$ cat src/rtl/rx_check_pkg.sv
// Constants shared by the receive frame checker and lane status logic.
package rx_check_pkg;
	// ==========================================================
	// Geometry.
	localparam int LANE_COUNT = 4;
	localparam int BYTES_PER_WORD = 8;
	localparam int BUF_DEPTH = 16;
	localparam int IRQ_W = 5;
	// ==========================================================
	// Register byte offsets.
	localparam logic [7:0] OFS_CTRL = 8'h00;
	localparam logic [7:0] OFS_MAX_LEN = 8'h04;
	localparam logic [7:0] OFS_MIN_LEN = 8'h08;
	localparam logic [7:0] OFS_SPACING = 8'h0C;
	localparam logic [7:0] OFS_IRQ_STATUS = 8'h10;
	localparam logic [7:0] OFS_IRQ_CLEAR = 8'h14;
	localparam logic [7:0] OFS_IRQ_ENABLE = 8'h18;
	localparam logic [7:0] OFS_LANE_STATUS = 8'h1C;
	localparam logic [7:0] OFS_MARKER_BASE = 8'h40;
	// ==========================================================
	// Field positions.
	localparam int CTRL_FCS_BYPASS = 0;
	localparam int IRQ_FCS = 0;
	localparam int IRQ_OVER = 1;
	localparam int IRQ_UNDER = 2;
	localparam int IRQ_RUNT = 3;
	localparam int IRQ_LOCK = 4;
	localparam int LS_ERR_POS = 4;
	localparam int LS_FAULT_POS = 8;
	// ==========================================================
	// Reset values and counts.
	localparam logic [14:0] MAX_LEN_RST = 15'h05EE;
	localparam logic [7:0] MIN_LEN_RST = 8'h40;
	localparam logic [15:0] SPACING_RST = 16'h3FFF;
	localparam logic [15:0] RUNT_BYTES = 16'h0040;
	localparam logic [6:0] LOCK_GOOD = 7'h40;
	localparam logic [4:0] LOSE_BAD = 5'h10;
	localparam logic [5:0] BAD_WINDOW = 6'h3F;
	localparam logic [2:0] ERR_GROUP_LAST = 3'h7;
endpackage

$ cat src/rtl/bit_sync.sv
// Two-stage synchroniser for a level arriving from another clock domain.
module bit_sync (
	// Clock and control.
	input wire logic clk,
	input wire logic rst_n,
	input wire logic ce,
	// Level in and out.
	input wire logic din,
	output logic dout
);
	logic meta_q;
	logic meta_d;
	logic dout_d;

	// First stage feeds only the second stage.
	always_comb begin
		meta_d = ce ? din : meta_q;
		dout_d = ce ? meta_q : dout;
	end

	// Both stages clear on reset.
	always_ff @(posedge clk) begin
		if (!rst_n) begin
			meta_q <= 1'b0;
			dout <= 1'b0;
		end else begin
			meta_q <= meta_d;
			dout <= dout_d;
		end
	end
endmodule

$ cat src/rtl/lane_monitor.sv
// Per-lane word lock, lane marker tracking and sync header error counting.
module lane_monitor import rx_check_pkg::*; (
	// Clock and control.
	input wire logic clk,
	input wire logic rst_n,
	input wire logic ce,
	// Received blocks of this lane.
	input wire logic blkValid,
	input wire logic hdrBad,
	input wire logic [63:0] blk,
	// Configuration.
	input wire logic [63:0] lanePattern,
	input wire logic [15:0] spacing,
	// Status.
	output logic synced_q,
	output logic syncedErr_q,
	output logic [3:0] errCnt_q,
	output logic errValid_q
);
	typedef enum logic {HUNT, LOCKED} lock_e;
	lock_e st_q, st_d;
	logic [6:0] good_q, good_d;
	logic [4:0] bad_q, bad_d;
	logic [5:0] win_q, win_d;
	logic [15:0] words_q, words_d;
	logic seen_q, seen_d, lost_q, lost_d, miss_q, miss_d;
	logic [2:0] grp_q, grp_d;
	logic [3:0] acc_q, acc_d, errCnt_d;
	logic errValid_d, synced_d, syncedErr_d, isMarker;

	// Lock hunt, marker tracking and error grouping.
	always_comb begin
		st_d = st_q;
		good_d = good_q;
		bad_d = bad_q;
		win_d = win_q;
		words_d = words_q;
		seen_d = seen_q;
		lost_d = lost_q;
		miss_d = miss_q;
		grp_d = grp_q;
		acc_d = acc_q;
		errCnt_d = errCnt_q;
		errValid_d = 1'b0;
		isMarker = !hdrBad && (blk == lanePattern);
		if (blkValid) begin
			unique case (st_q)
				HUNT: begin
					good_d = hdrBad ? 7'h00 : good_q + 7'h01;
					if (!hdrBad && good_q == LOCK_GOOD - 7'h01) begin
						st_d = LOCKED;
						lost_d = 1'b0;
						bad_d = 5'h00;
						win_d = 6'h00;
						words_d = 16'h0000;
						miss_d = 1'b0;
					end
				end
				LOCKED: begin
					win_d = win_q + 6'h01;
					bad_d = (win_q == BAD_WINDOW) ? 5'h00 : bad_q + {4'h0, hdrBad};
					// Markers count only where expected once first found.
					if (isMarker && (!seen_q || words_q == spacing)) begin
						seen_d = 1'b1;
						words_d = 16'h0000;
					end else if (words_q != 16'hFFFF) begin
						words_d = words_q + 16'h0001;
					end
					if (!seen_q && words_q == spacing)
						miss_d = 1'b1;
					if (hdrBad && bad_q == LOSE_BAD - 5'h01) begin
						st_d = HUNT;
						lost_d = 1'b1;
						seen_d = 1'b0;
						good_d = 7'h00;
					end
				end
			endcase
			// Increment emitted every eight blocks, at most eight.
			grp_d = grp_q + 3'h1;
			acc_d = acc_q + {3'h0, hdrBad};
			if (grp_q == ERR_GROUP_LAST) begin
				errCnt_d = acc_q + {3'h0, hdrBad};
				errValid_d = 1'b1;
				acc_d = 4'h0;
			end
		end
		synced_d = (st_d == LOCKED) && seen_d;
		syncedErr_d = lost_d || miss_d;
	end

	// State registers, frozen while the clock enable is low.
	always_ff @(posedge clk) begin
		if (!rst_n) begin
			st_q <= HUNT;
			good_q <= 7'h00;
			bad_q <= 5'h00;
			win_q <= 6'h00;
			words_q <= 16'h0000;
			seen_q <= 1'b0;
			lost_q <= 1'b0;
			miss_q <= 1'b0;
			grp_q <= 3'h0;
			acc_q <= 4'h0;
			errCnt_q <= 4'h0;
			errValid_q <= 1'b0;
			synced_q <= 1'b0;
			syncedErr_q <= 1'b0;
		end else if (ce) begin
			st_q <= st_d;
			good_q <= good_d;
			bad_q <= bad_d;
			win_q <= win_d;
			words_q <= words_d;
			seen_q <= seen_d;
			lost_q <= lost_d;
			miss_q <= miss_d;
			grp_q <= grp_d;
			acc_q <= acc_d;
			errCnt_q <= errCnt_d;
			errValid_q <= errValid_d;
			synced_q <= synced_d;
			syncedErr_q <= syncedErr_d;
		end
	end
endmodule

$ cat src/rtl/rx_frame_check_lane_sync_status.sv
// Receive frame length and FCS checking, runt drop, lane status and register slave.
module rx_frame_check_lane_sync_status import rx_check_pkg::*; #(
	parameter int LANES = LANE_COUNT,
	parameter int DEPTH = BUF_DEPTH
) (
	// Clock, reset and enable.
	input wire logic ref_clk,
	input wire logic rst_n,
	input wire logic ce,
	// Wishbone slave.
	input wire logic cyc_i,
	input wire logic stb_i,
	input wire logic we_i,
	input wire logic [7:0] adr_i,
	input wire logic [3:0] sel_i,
	input wire logic [31:0] dat_i,
	output logic [31:0] dat_o,
	output logic ack_o,
	output logic irq,
	// Decoded receive stream in.
	input wire logic inValid,
	input wire logic [63:0] inData,
	input wire logic inSop,
	input wire logic inEop,
	input wire logic [2:0] inEmpty,
	input wire logic inFcsBad,
	// Receive stream to user logic.
	output logic outEna,
	output logic [63:0] outData,
	output logic outSop,
	output logic outEop,
	output logic [2:0] outEmpty,
	output logic outErr,
	output logic fcsBadStat,
	// Lane blocks in.
	input wire logic [LANES-1:0] laneBlkValid,
	input wire logic [LANES-1:0] laneHdrBad,
	input wire logic [LANES-1:0][63:0] laneBlk,
	input wire logic rxLocalFaultPin,
	// Lane status out.
	output logic [LANES-1:0] synced,
	output logic [LANES-1:0] syncedErr,
	output logic [LANES-1:0][3:0] framingErr,
	output logic [LANES-1:0] framingErrValid,
	output logic localFault
);
	localparam int AW = $clog2(DEPTH);

	// Merges a byte-enabled write into an old word.
	function automatic logic [31:0] wmask(input logic [31:0] old, input logic [31:0] nw, input logic [3:0] sel);
		logic [31:0] r;
		r = old;
		for (int i = 0; i < 4; i++)
			if (sel[i])
				r[8*i +: 8] = nw[8*i +: 8];
		return r;
	endfunction

	// ==========================================================
	// Register file.
	logic [31:0] ctrl_q, ctrl_d, maxLen_q, maxLen_d, minLen_q, minLen_d, spacing_q, spacing_d;
	logic [IRQ_W-1:0] irqStat_q, irqStat_d, irqEn_q, irqEn_d, events;
	logic [LANES-1:0][1:0][31:0] pat_q, pat_d;
	logic [31:0] rdData;
	logic ack_d, irq_d, wrHit;
	logic [LANES-1:0] laneSynced, laneErr, laneErrValid;
	logic [LANES-1:0][3:0] laneCnt;
	logic [LANES-1:0] syncedPrev_q;
	logic fault_d, faultSync;

	// A write lands at the edge where the master samples ack high, never earlier.
	// Read data is registered at the same edge as ack so that it stands together with ack.
	assign wrHit = cyc_i && stb_i && we_i && ack_o;

	// Register decode, read mux and sticky status with set winning over clear.
	always_comb begin
		ctrl_d = ctrl_q;
		maxLen_d = maxLen_q;
		minLen_d = minLen_q;
		spacing_d = spacing_q;
		irqEn_d = irqEn_q;
		pat_d = pat_q;
		irqStat_d = irqStat_q;
		rdData = 32'h0000_0000;
		if (wrHit && adr_i == OFS_IRQ_CLEAR)
			irqStat_d = irqStat_q & ~dat_i[IRQ_W-1:0];
		irqStat_d = irqStat_d | events;
		if (wrHit) begin
			unique case (adr_i)
				OFS_CTRL: ctrl_d = wmask(ctrl_q, dat_i, sel_i) & 32'h0000_0001;
				OFS_MAX_LEN: maxLen_d = wmask(maxLen_q, dat_i, sel_i) & 32'h0000_7FFF;
				OFS_MIN_LEN: minLen_d = wmask(minLen_q, dat_i, sel_i) & 32'h0000_00FF;
				OFS_SPACING: spacing_d = wmask(spacing_q, dat_i, sel_i) & 32'h0000_FFFF;
				OFS_IRQ_ENABLE: irqEn_d = IRQ_W'(wmask({{(32-IRQ_W){1'b0}}, irqEn_q}, dat_i, sel_i) & 32'h0000_001F);
				default: ;
			endcase
		end
		for (int l = 0; l < LANES; l++)
			for (int h = 0; h < 2; h++)
				if (wrHit && adr_i == OFS_MARKER_BASE + 8'(8 * l + 4 * h))
					pat_d[l][h] = wmask(pat_q[l][h], dat_i, sel_i);
		unique case (adr_i)
			OFS_CTRL: rdData = ctrl_q;
			OFS_MAX_LEN: rdData = maxLen_q;
			OFS_MIN_LEN: rdData = minLen_q;
			OFS_SPACING: rdData = spacing_q;
			OFS_IRQ_STATUS: rdData = {{(32-IRQ_W){1'b0}}, irqStat_q};
			OFS_IRQ_ENABLE: rdData = {{(32-IRQ_W){1'b0}}, irqEn_q};
			OFS_LANE_STATUS: rdData = 32'({localFault, syncedErr, synced});
			default: ;
		endcase
		for (int l = 0; l < LANES; l++)
			for (int h = 0; h < 2; h++)
				if (adr_i == OFS_MARKER_BASE + 8'(8 * l + 4 * h))
					rdData = pat_q[l][h];
		ack_d = cyc_i && stb_i && !ack_o;
		irq_d = |(irqStat_q & irqEn_q);
	end

	// ==========================================================
	// Frame checking and runt holding buffer.
	logic [63:0] memData [DEPTH];
	logic [5:0] memCtl [DEPTH];
	logic [AW-1:0] wr_q, wr_d, start_q, start_d, commit_q, commit_d, rd_q, rd_d;
	logic [15:0] len_q, len_d, base, wordBytes, lenNext, lenEff, keep;
	logic drop_q, drop_d, accept, over, eopEff, errEff, runt;
	logic [2:0] emptyEff;
	logic outEna_d, fcsBad_d;

	// Per-word length tracking, truncation, error marking and runt discard.
	always_comb begin
		base = inSop ? 16'h0000 : len_q;
		wordBytes = 16'(BYTES_PER_WORD) - {13'h0000, inEmpty};
		lenNext = base + wordBytes;
		// A word that fills the limit exactly while more follows is the cut point, so no extra word leaks.
		over = (lenNext > {1'b0, maxLen_q[14:0]}) || (lenNext == {1'b0, maxLen_q[14:0]} && !inEop);
		keep = {1'b0, maxLen_q[14:0]} - base;
		emptyEff = over ? 3'(16'(BYTES_PER_WORD) - keep) : inEmpty;
		lenEff = over ? {1'b0, maxLen_q[14:0]} : lenNext;
		eopEff = inEop || over;
		accept = inValid && !(drop_q && !inSop);
		errEff = over || (eopEff && lenEff < {8'h00, minLen_q[7:0]})
			|| (inEop && inFcsBad && !ctrl_q[CTRL_FCS_BYPASS]);
		runt = eopEff && lenEff < RUNT_BYTES;
		start_d = (accept && inSop) ? wr_q : start_q;
		wr_d = wr_q;
		commit_d = commit_q;
		len_d = len_q;
		drop_d = drop_q;
		events = '0;
		if (accept) begin
			len_d = lenEff;
			drop_d = over && !inEop;
			wr_d = runt ? start_d : wr_q + AW'(1);
			if (lenEff >= RUNT_BYTES)
				commit_d = wr_q + AW'(1);
			events[IRQ_FCS] = inEop && inFcsBad;
			events[IRQ_OVER] = over;
			events[IRQ_UNDER] = eopEff && !runt && lenEff < {8'h00, minLen_q[7:0]};
			events[IRQ_RUNT] = runt;
		end else if (inValid && inEop) begin
			drop_d = 1'b0;
		end
		events[IRQ_LOCK] = |(syncedPrev_q & ~laneSynced);
		fcsBad_d = accept && inEop && inFcsBad;
		outEna_d = rd_q != commit_q;
		rd_d = outEna_d ? rd_q + AW'(1) : rd_q;
		fault_d = !(&laneSynced) || faultSync;
	end

	// Buffer writes; read word is registered straight to the stream outputs.
	always_ff @(posedge ref_clk) begin
		if (ce && accept)
			memData[wr_q] <= inData;
		if (ce && accept)
			memCtl[wr_q] <= {inSop, eopEff, emptyEff, errEff && eopEff};
	end

	// ==========================================================
	// Lane monitors and fault synchroniser.
	for (genvar l = 0; l < LANES; l++) begin : g_lane
		lane_monitor u_lane (
			.clk(ref_clk),
			.rst_n(rst_n),
			.ce(ce),
			.blkValid(laneBlkValid[l]),
			.hdrBad(laneHdrBad[l]),
			.blk(laneBlk[l]),
			.lanePattern({pat_q[l][1], pat_q[l][0]}),
			.spacing(spacing_q[15:0]),
			.synced_q(laneSynced[l]),
			.syncedErr_q(laneErr[l]),
			.errCnt_q(laneCnt[l]),
			.errValid_q(laneErrValid[l])
		);
	end

	bit_sync u_fault_sync (
		.clk(ref_clk),
		.rst_n(rst_n),
		.ce(ce),
		.din(rxLocalFaultPin),
		.dout(faultSync)
	);

	// State registers other than the buffer words; nothing moves while the clock enable is low.
	always_ff @(posedge ref_clk) begin
		if (!rst_n) begin
			ctrl_q <= 32'h0000_0000;
			maxLen_q <= {17'h00000, MAX_LEN_RST};
			minLen_q <= {24'h000000, MIN_LEN_RST};
			spacing_q <= {16'h0000, SPACING_RST};
			irqStat_q <= '0;
			irqEn_q <= '0;
			pat_q <= '0;
			dat_o <= 32'h0000_0000;
			ack_o <= 1'b0;
			irq <= 1'b0;
			wr_q <= '0;
			start_q <= '0;
			commit_q <= '0;
			rd_q <= '0;
			len_q <= 16'h0000;
			drop_q <= 1'b0;
			outEna <= 1'b0;
			outData <= 64'h0000_0000_0000_0000;
			{outSop, outEop, outEmpty, outErr} <= 6'h00;
			fcsBadStat <= 1'b0;
			synced <= '0;
			syncedErr <= '0;
			framingErr <= '0;
			framingErrValid <= '0;
			syncedPrev_q <= '0;
			localFault <= 1'b0;
		end else if (ce) begin
			ctrl_q <= ctrl_d;
			maxLen_q <= maxLen_d;
			minLen_q <= minLen_d;
			spacing_q <= spacing_d;
			irqStat_q <= irqStat_d;
			irqEn_q <= irqEn_d;
			pat_q <= pat_d;
			dat_o <= rdData;
			ack_o <= ack_d;
			irq <= irq_d;
			wr_q <= wr_d;
			start_q <= start_d;
			commit_q <= commit_d;
			rd_q <= rd_d;
			len_q <= len_d;
			drop_q <= drop_d;
			outEna <= outEna_d;
			outData <= memData[rd_q];
			{outSop, outEop, outEmpty, outErr} <= outEna_d ? memCtl[rd_q] : 6'h00;
			fcsBadStat <= fcsBad_d;
			synced <= laneSynced;
			syncedErr <= laneErr;
			framingErr <= laneCnt;
			framingErrValid <= laneErrValid;
			syncedPrev_q <= laneSynced;
			localFault <= fault_d;
		end
	end
endmodule

$ cat config.mk
export PLATFORM = sky130hd
export DESIGN_NAME = rx_frame_check_lane_sync_status
export DESIGN_NICKNAME = d
export VERILOG_FILES = /design/src/rtl/rx_check_pkg.sv /design/src/rtl/bit_sync.sv /design/src/rtl/lane_monitor.sv /design/src/rtl/rx_frame_check_lane_sync_status.sv
export SDC_FILE = /design/constraint.sdc
export NUM_CORES = 2
export LEC_CHECK = 0
export BUFFER_PORTS_ARGS = -buffer_cell sky130_fd_sc_hd__buf_4
export CAP_MARGIN = 15
export CORE_MARGIN = 2
export CORE_UTILIZATION = 65
export DETAILED_ROUTE_END_ITERATION = 10
export PLACE_DENSITY = 0.88
export SETUP_SLACK_MARGIN = 0.2
export SLEW_MARGIN = 25
export SYNTH_ARGS = -nofsm -noshare
export SYNTH_HDL_FRONTEND = slang
export SYNTH_HIERARCHICAL = 1
export SYNTH_SLANG_ARGS = --single-unit
export TNS_END_PERCENT = 1
$ cat constraint.sdc
create_clock -name ref_clk -period 11.2 [get_ports ref_clk]
set_input_delay 1.12 -clock ref_clk [delete_from_list [all_inputs] [get_ports ref_clk]]
set_output_delay 1.12 -clock ref_clk [all_outputs]
set_load 0.05 [all_outputs]
### Yosys cells after proc, flatten, opt, wreduce, memory -nomap -nowiden

Memories as Yosys holds them, arrays and structs flattened. A register that Yosys moved wholly into a read port is not among the register bits.
Index checks and enable logic that the tools add are counted.

* bitwise gates (word level): 10
* reductions and logical operators: 150
* order comparisons: 4
* add/sub/neg operators: 30
* equal/unequal tests: 57
* multiplexer cells: 147

Operators with widths (number)
* $eq A64 B64 Y1: 4
* $mux W32: 8
* $mux W16: 14
* $reduce_and A3 Y1: 45
* $pmux W16 S2: 4
* $pmux W16 S7: 1
* $add A16 B1 Y16 const B: 4
* $eq A16 B16 Y1: 4
* $eq A8 B7 Y1 const B: 8
* $mux W1: 64
* $ne A16 B16 Y1 const B: 4
* $mux W7: 8
* $pmux W7 S2: 4
* $logic_and A1 B1 Y1: 53
* $pmux W6 S2: 4
* $reduce_and A4 Y1: 12
* $mux W5: 9
* $pmux W5 S2: 4
* $mux W4: 9
* $eq A8 B5 Y1 const B: 4
* $mux W6: 5
* $add A7 B1 Y7 const B: 4
* $eq A7 B6 Y1 const B: 4
* $add A6 B1 Y6 const B: 4
* 37 further kinds: 114

* output and inout port bits: 135
* word-level logic and storage cells: 521
* bits of input ports: 386
* register bits: 620
* bits in writable memories: 1120
* memories kept: 2

Memories
* memData: depth 16, width 64, read ports 1, clocked after memory_dff 1, write ports 1, RTL line rx_frame_check_lane_sync_status.sv:122 `logic [63:0] memData [DEPTH];`
* memCtl: depth 16, width 6, read ports 1, clocked after memory_dff 1, write ports 1, RTL line rx_frame_check_lane_sync_status.sv:123 `logic [5:0] memCtl [DEPTH];`

### Depth between registers and ports, before layout

* word-level depth: 13
* depth in mapped cells: 26
* gate-level depth less buffers: 23

### By module

Netlist, hierarchy kept.

Modules (own cells, without submodules)
* rx_frame_check_lane_sync_status: cells an instance 4109, instances 1, area an instance 63357.0 um2, sequential area each 43201.4 um2
* lane_monitor: cells an instance 437, instances 4, area an instance 3490.8 um2, sequential area each 1041.0 um2
* bit_sync: cells an instance 6, instances 1, area an instance 72.6 um2, sequential area each 40.0 um2

### Worst setup path before layout

Ideal clock, no wire load.

* path type: input-to-reg
* start point: in ce
* end point: mem memCtl[0][0], enable pin
* stages: 7
* buffers on the path: 3
* slack: 3.528 ns
* data arrival time: 7.088 ns
* library setup time: 0.584 ns
* data required time: 10.616 ns
* cell sequence: clkbuf_1 -> nand2_1 -> a21oi_1 -> clkbuf_1 -> clkbuf_1 -> nand2_1 -> nor3_1

* cells in the longest elaborated chain, start to end: 3

Ends and longest elaborated chain
* start: declaration: RTL line rx_frame_check_lane_sync_status.sv:9 `input wire logic ce,`
* $logic_and A1 B1 Y1: RTL line rx_frame_check_lane_sync_status.sv:175 `if (ce && accept)`
* $mux W1: RTL line rx_frame_check_lane_sync_status.sv:175
* $mux W1 (not written as such): RTL line rx_frame_check_lane_sync_status.sv:176 `memCtl[wr_q] <= {inSop, eopEff, emptyEff, errEff && eopEff};`
* end: declaration: RTL line rx_frame_check_lane_sync_status.sv:123

No other way between the ends.

### Final worst setup path

* start point: in inSop
* end point: mem memCtl[3][0] (data pin)

* cells in the longest elaborated chain, start to end: 11
* elaborated cells on any way between the ends: 13
* those cells by class: add/sub: 1; order compare: 2; eq/ne: 1; mux: 2; reduce/logical: 7

Ends and longest elaborated chain
* start: declaration: RTL line rx_frame_check_lane_sync_status.sv:23 `input wire logic inSop,`
* $mux W16 (*): RTL line rx_frame_check_lane_sync_status.sv:132 `base = inSop ? 16'h0000 : len_q;`
* $add A16 B16 Y16 (*): RTL line rx_frame_check_lane_sync_status.sv:134 `lenNext = base + wordBytes;`
* parallel branches: the longest is 3 deep, another holds $gt A16 B15 Y1
* $mux W16 (*): RTL line rx_frame_check_lane_sync_status.sv:139 `lenEff = over ? {1'b0, maxLen_q[14:0]} : lenNext;`
* net lenEff[5]: RTL line rx_frame_check_lane_sync_status.sv:125 `logic [15:0] len_q, len_d, base, wordBytes, lenNext, lenEff, keep;`
* $lt A16 B8 Y1 (*): RTL line rx_frame_check_lane_sync_status.sv:142 `errEff = over || (eopEff && lenEff < {8'h00, minLen_q[7:0]})`
* $logic_and A1 B1 Y1 (*): RTL line rx_frame_check_lane_sync_status.sv:142
* $logic_or A1 B1 Y1 (*): RTL line rx_frame_check_lane_sync_status.sv:142
* $logic_or A1 B1 Y1 (*): RTL line rx_frame_check_lane_sync_status.sv:143 `|| (inEop && inFcsBad && !ctrl_q[CTRL_FCS_BYPASS]);`
* $logic_and A1 B1 Y1 (*): RTL line rx_frame_check_lane_sync_status.sv:176

Mark *: on every way through the listed nets, which the timed path passes.

==> results.cfg <==
[outcome]
outcome = completed

[detailed_routing]
drtIter0Drc = 8518
drc = 0
routed_wl_mm = 259
dr.pass1.iters = 10
vias_per_cell = 6.87
num_vias = 54900
detail-route-antenna-nets = 0
wl_per_cell_um = 32.4

[finish]
multi_input_area_mm2 = 0.0284
fin_cells = 8001
fin_nets = 6763
layout-drive-gt1-share = 0.202
seqCellArea_mm2 = 0.0474
postLayoutCellArea_mm2 = 0.0886
fill_cells = 7031
area_growth_pct = 14.5

[sta]
drv_slew = 0
worst_slew_pin_slew_ns = 1.23
setup_tns_ns = 0
max_clock_freq_ghz = 0.150
rsz0062_at_grt = false
setup_violations = 0
skew_ns = 0.0512
slew_headroom = 0.178
finalCritPeriodShare = 0.597
hold_violations = 0
period_minus_slack_ns = 6.69
setup_ws_ns = 4.51

[floorplan]
core_mm2 = 0.118
die_w_um = 349
ios = 521
die_area_mm2 = 0.122
die_h_um = 349
fp-row-count = 126
start_util = 0.655

[synth]
synthFlopType = edfxtp_1
ys_types = 91
synth_fp_nets = 6320
syn_inst = 5863
synth_edf_count = 1120
ys_top_cells_by_area = edfxtp_1, dfxtp_1, mux4_2
synth_common_cells = edfxtp_1, nand2_1, dfxtp_1
synth-warning-count = 6
synth_top_family_by_area = multiplexers
synth-xor-area-share = 0.0388
muxShareOfSynthArea = 0.120
synth-compound-area-share = 0.0918
synth_seq_area_share = 0.613
synth_most_common_cell = edfxtp_1
ys_seq_elements = 1808
netlist_area_mm2 = 0.0774
avgSynthCellArea_um2 = 13.2
synthArstFlopShare = 0
yosysTopAreaCellShare = 0.435
synth-simple-area-share = 0.102
yosys.area_share.adder = 0.0117
yosysTopAreaCell = edfxtp_1

[global_routing]
overflow = 0
antenna_found_initial = 18
busiest_layer = met2
use_met1 = 0.527
grt.met3_usage = 0.108
grt_use_total = 0.419
grt_pass1_wl_mm = 368
grt_max_degree = 165
grt_pass1_vias = 53200
grt_use_met2 = 0.661

[place]
numPortBuffers = 520
pre_cts_slack_ns = 3.80
dp_hpwl_mm = 158
place.gp.congestion = 1.02
placed_area_mm2 = 0.0827
dp_cells = 7662

[setup_path]
crit_path_cell_trace = buf_4 -> inv_1 -> nand2_1 -> inv_1 -> ha_1 -> a211o_1 -> a21oi_2 -> nor3b_1 -> xnor2_1 -> nor2_1 -> ha_1 -> a2111oi_0 -> o21ai_0 -> a211oi_1 -> o32a_2 -> o21ai_0 -> ha_1 -> a21o_1 -> a21o_1 -> a211oi_1 -> nand4_1 -> nand3_1
end_kind = flip-flop
startpoint_type = primary input
cp.arrival_ns = 7.23
crit_path_max_fanout = 40
cpMaxStageDelayCell = o32a_2
path_class = primary input to flip-flop
cp.required_ns = 11.74
cp_top_family = compound AO/OA/AOI/OAI gates
critPathBufInv = 3
crit_top_cell = ha_1
critPathMaxStageDelay_ns = 0.76

[clock_tree]
post_cts_resize_count = 0
clock_path_buffers = 3
htree_levels = 4
insertion_delay_ns = 0.83
cts_sinks = 1808
post_cts.repair.setup_buffers = 0
cts_tree = done
ctsHoldBuffers = 0
path_clk_slew_ns = 0.06
cts_buffers = 174
root_buffer = clkbuf_16

[power_and_ir_drop]
power_density_mw_per_mm2 = 168
power.total_mw = 14.9
ir_drop_v = 0.000214
p_leak_nw = 29.5

[min_path]
hold_path_class = flip-flop to flip-flop

[job]
maxCapViolations = 0
-- power by group --
group / internal [mW] / total [mW] / switching [mW]
logic: 0.742 / 1.65 / 0.910
clock network: 3.30 / 6.01 / 2.71
registers: 7.15 / 7.24 / 0.0895
total: 11.2 / 14.9 / 3.71
-- metal layers --
layer	routed length, um	part of all wire
met1	88100	0.34
met2	123000	0.48
met3	31400	0.12
met4	16500	0.064
met5	37	0.00014
-- per-stage QoR --
| stage | hold WS (ns) | util |
|---|---|---|
| after floorplan | 0.430 | - |
| after global placement | 0.445 | 0.700 |
| after detailed placement | 0.450 | 0.701 |
| after CTS | 0.459 | 0.749 |
| after global routing | 0.481 | 0.750 |
| final | 0.455 | 0.750 |
-- layout make-up --
type	count	area share
flip-flops and latches	1808	0.535
multi-input cells	3609	0.321
clock buffers	247	0.0550
repair buffers	602	0.0529
well taps	1536	0.0217
clock inverters	74	0.00969
inverters	111	0.00470
diodes	14	0.000395
-- final timing paths --
kind / from / slack (ns) / cells after the start / to
min: g_lane[0].u_lane/miss_q$_SDFFE_PN0P_ / 0.45 / 2 / g_lane[0].u_lane/miss_q$_SDFFE_PN0P_
max: inSop / 4.51 / 22 / memCtl[3][0]$_DFFE_PP_
max reg2reg: len_q[0]$_SDFFE_PN0P_ / 4.87 / 21 / memCtl[3][0]$_DFFE_PP_
min reg2reg: g_lane[0].u_lane/miss_q$_SDFFE_PN0P_ / 0.45 / 2 / g_lane[0].u_lane/miss_q$_SDFFE_PN0P_
-- kinds of logic (layout without fill, tap and decap cells) --
logic type / Yosys count / in the layout
AOI/OAI and AO/OA: 1048 / 1048
xor gates and xnor gates: 343 / 343
other: 0 / 14
DFF: 1808 / 1808
and+or+nand+nor: 1659 / 1659
muxes: 488 / 488
buffers and inverters: 446 / 1034
adders and majority gates: 71 / 71
-- layout by cell type, fill, tap and decap left out, types with 11 or more instances in the layout --
cell type     n
nor4_1       35
ha_1         69
o21ai_0     279
clkbuf_8     16
nand2b_1     38
diode_2      14
o22ai_1      22
a211oi_1     32
and3_1       18
a22oi_1      34
o211ai_1     21
a222oi_1     34
buf_4       591
xnor2_1     208
nor3b_1      20
mux4_2      350
inv_1       106
nor2_4       12
nor2_1      282
edfxtp_1   1120
nor2b_1     140
dfxtp_1     683
a21boi_0    274
a22o_1       11
and2_1       19
a21oi_1     155
nand3_1     120
nand4_1     102
clkbuf_16   178
nor3_1       47
mux2i_1     131
clkinv_2     29
a31oi_1      31
and4_1       13
clkinv_1     21
clkbuf_1     53
xor2_1      135
a221oi_1     24
nand2_1     732
nor4_2       18
-- worst register-to-register path, stage by stage, from the launching register on --
cell and delay [ns]:
dfxtp_1 0.33, nor2b_1 0.17, ha_1 0.27, fa_1 0.25, a211oi_1 0.09, nor2_1 0.56
nand2b_1 0.23, or2_2 0.34, xor2_1 0.13, nor2_1 0.07, ha_1 0.22, a2111oi_0 0.38
o21ai_0 0.15, a211oi_1 0.20, o32a_2 0.77, o21ai_0 0.27, ha_1 0.36, a21o_1 0.16
a21o_1 0.17, a211oi_1 0.32, nand4_1 0.14, nand3_1 0.46
-- flip-flops by register name, summed over array words and instances (netlist names), 20 cells and up, named ones only --
register               flops
dat_o                     32
memData                 1024
memCtl                    96
g_lane.u_lane/good_q      28
outData                   64
pat_q                    256
g_lane.u_lane/win_q       24
g_lane.u_lane/bad_q       20
g_lane.u_lane/words_q     64
Power figures use the tool's default switching activity.
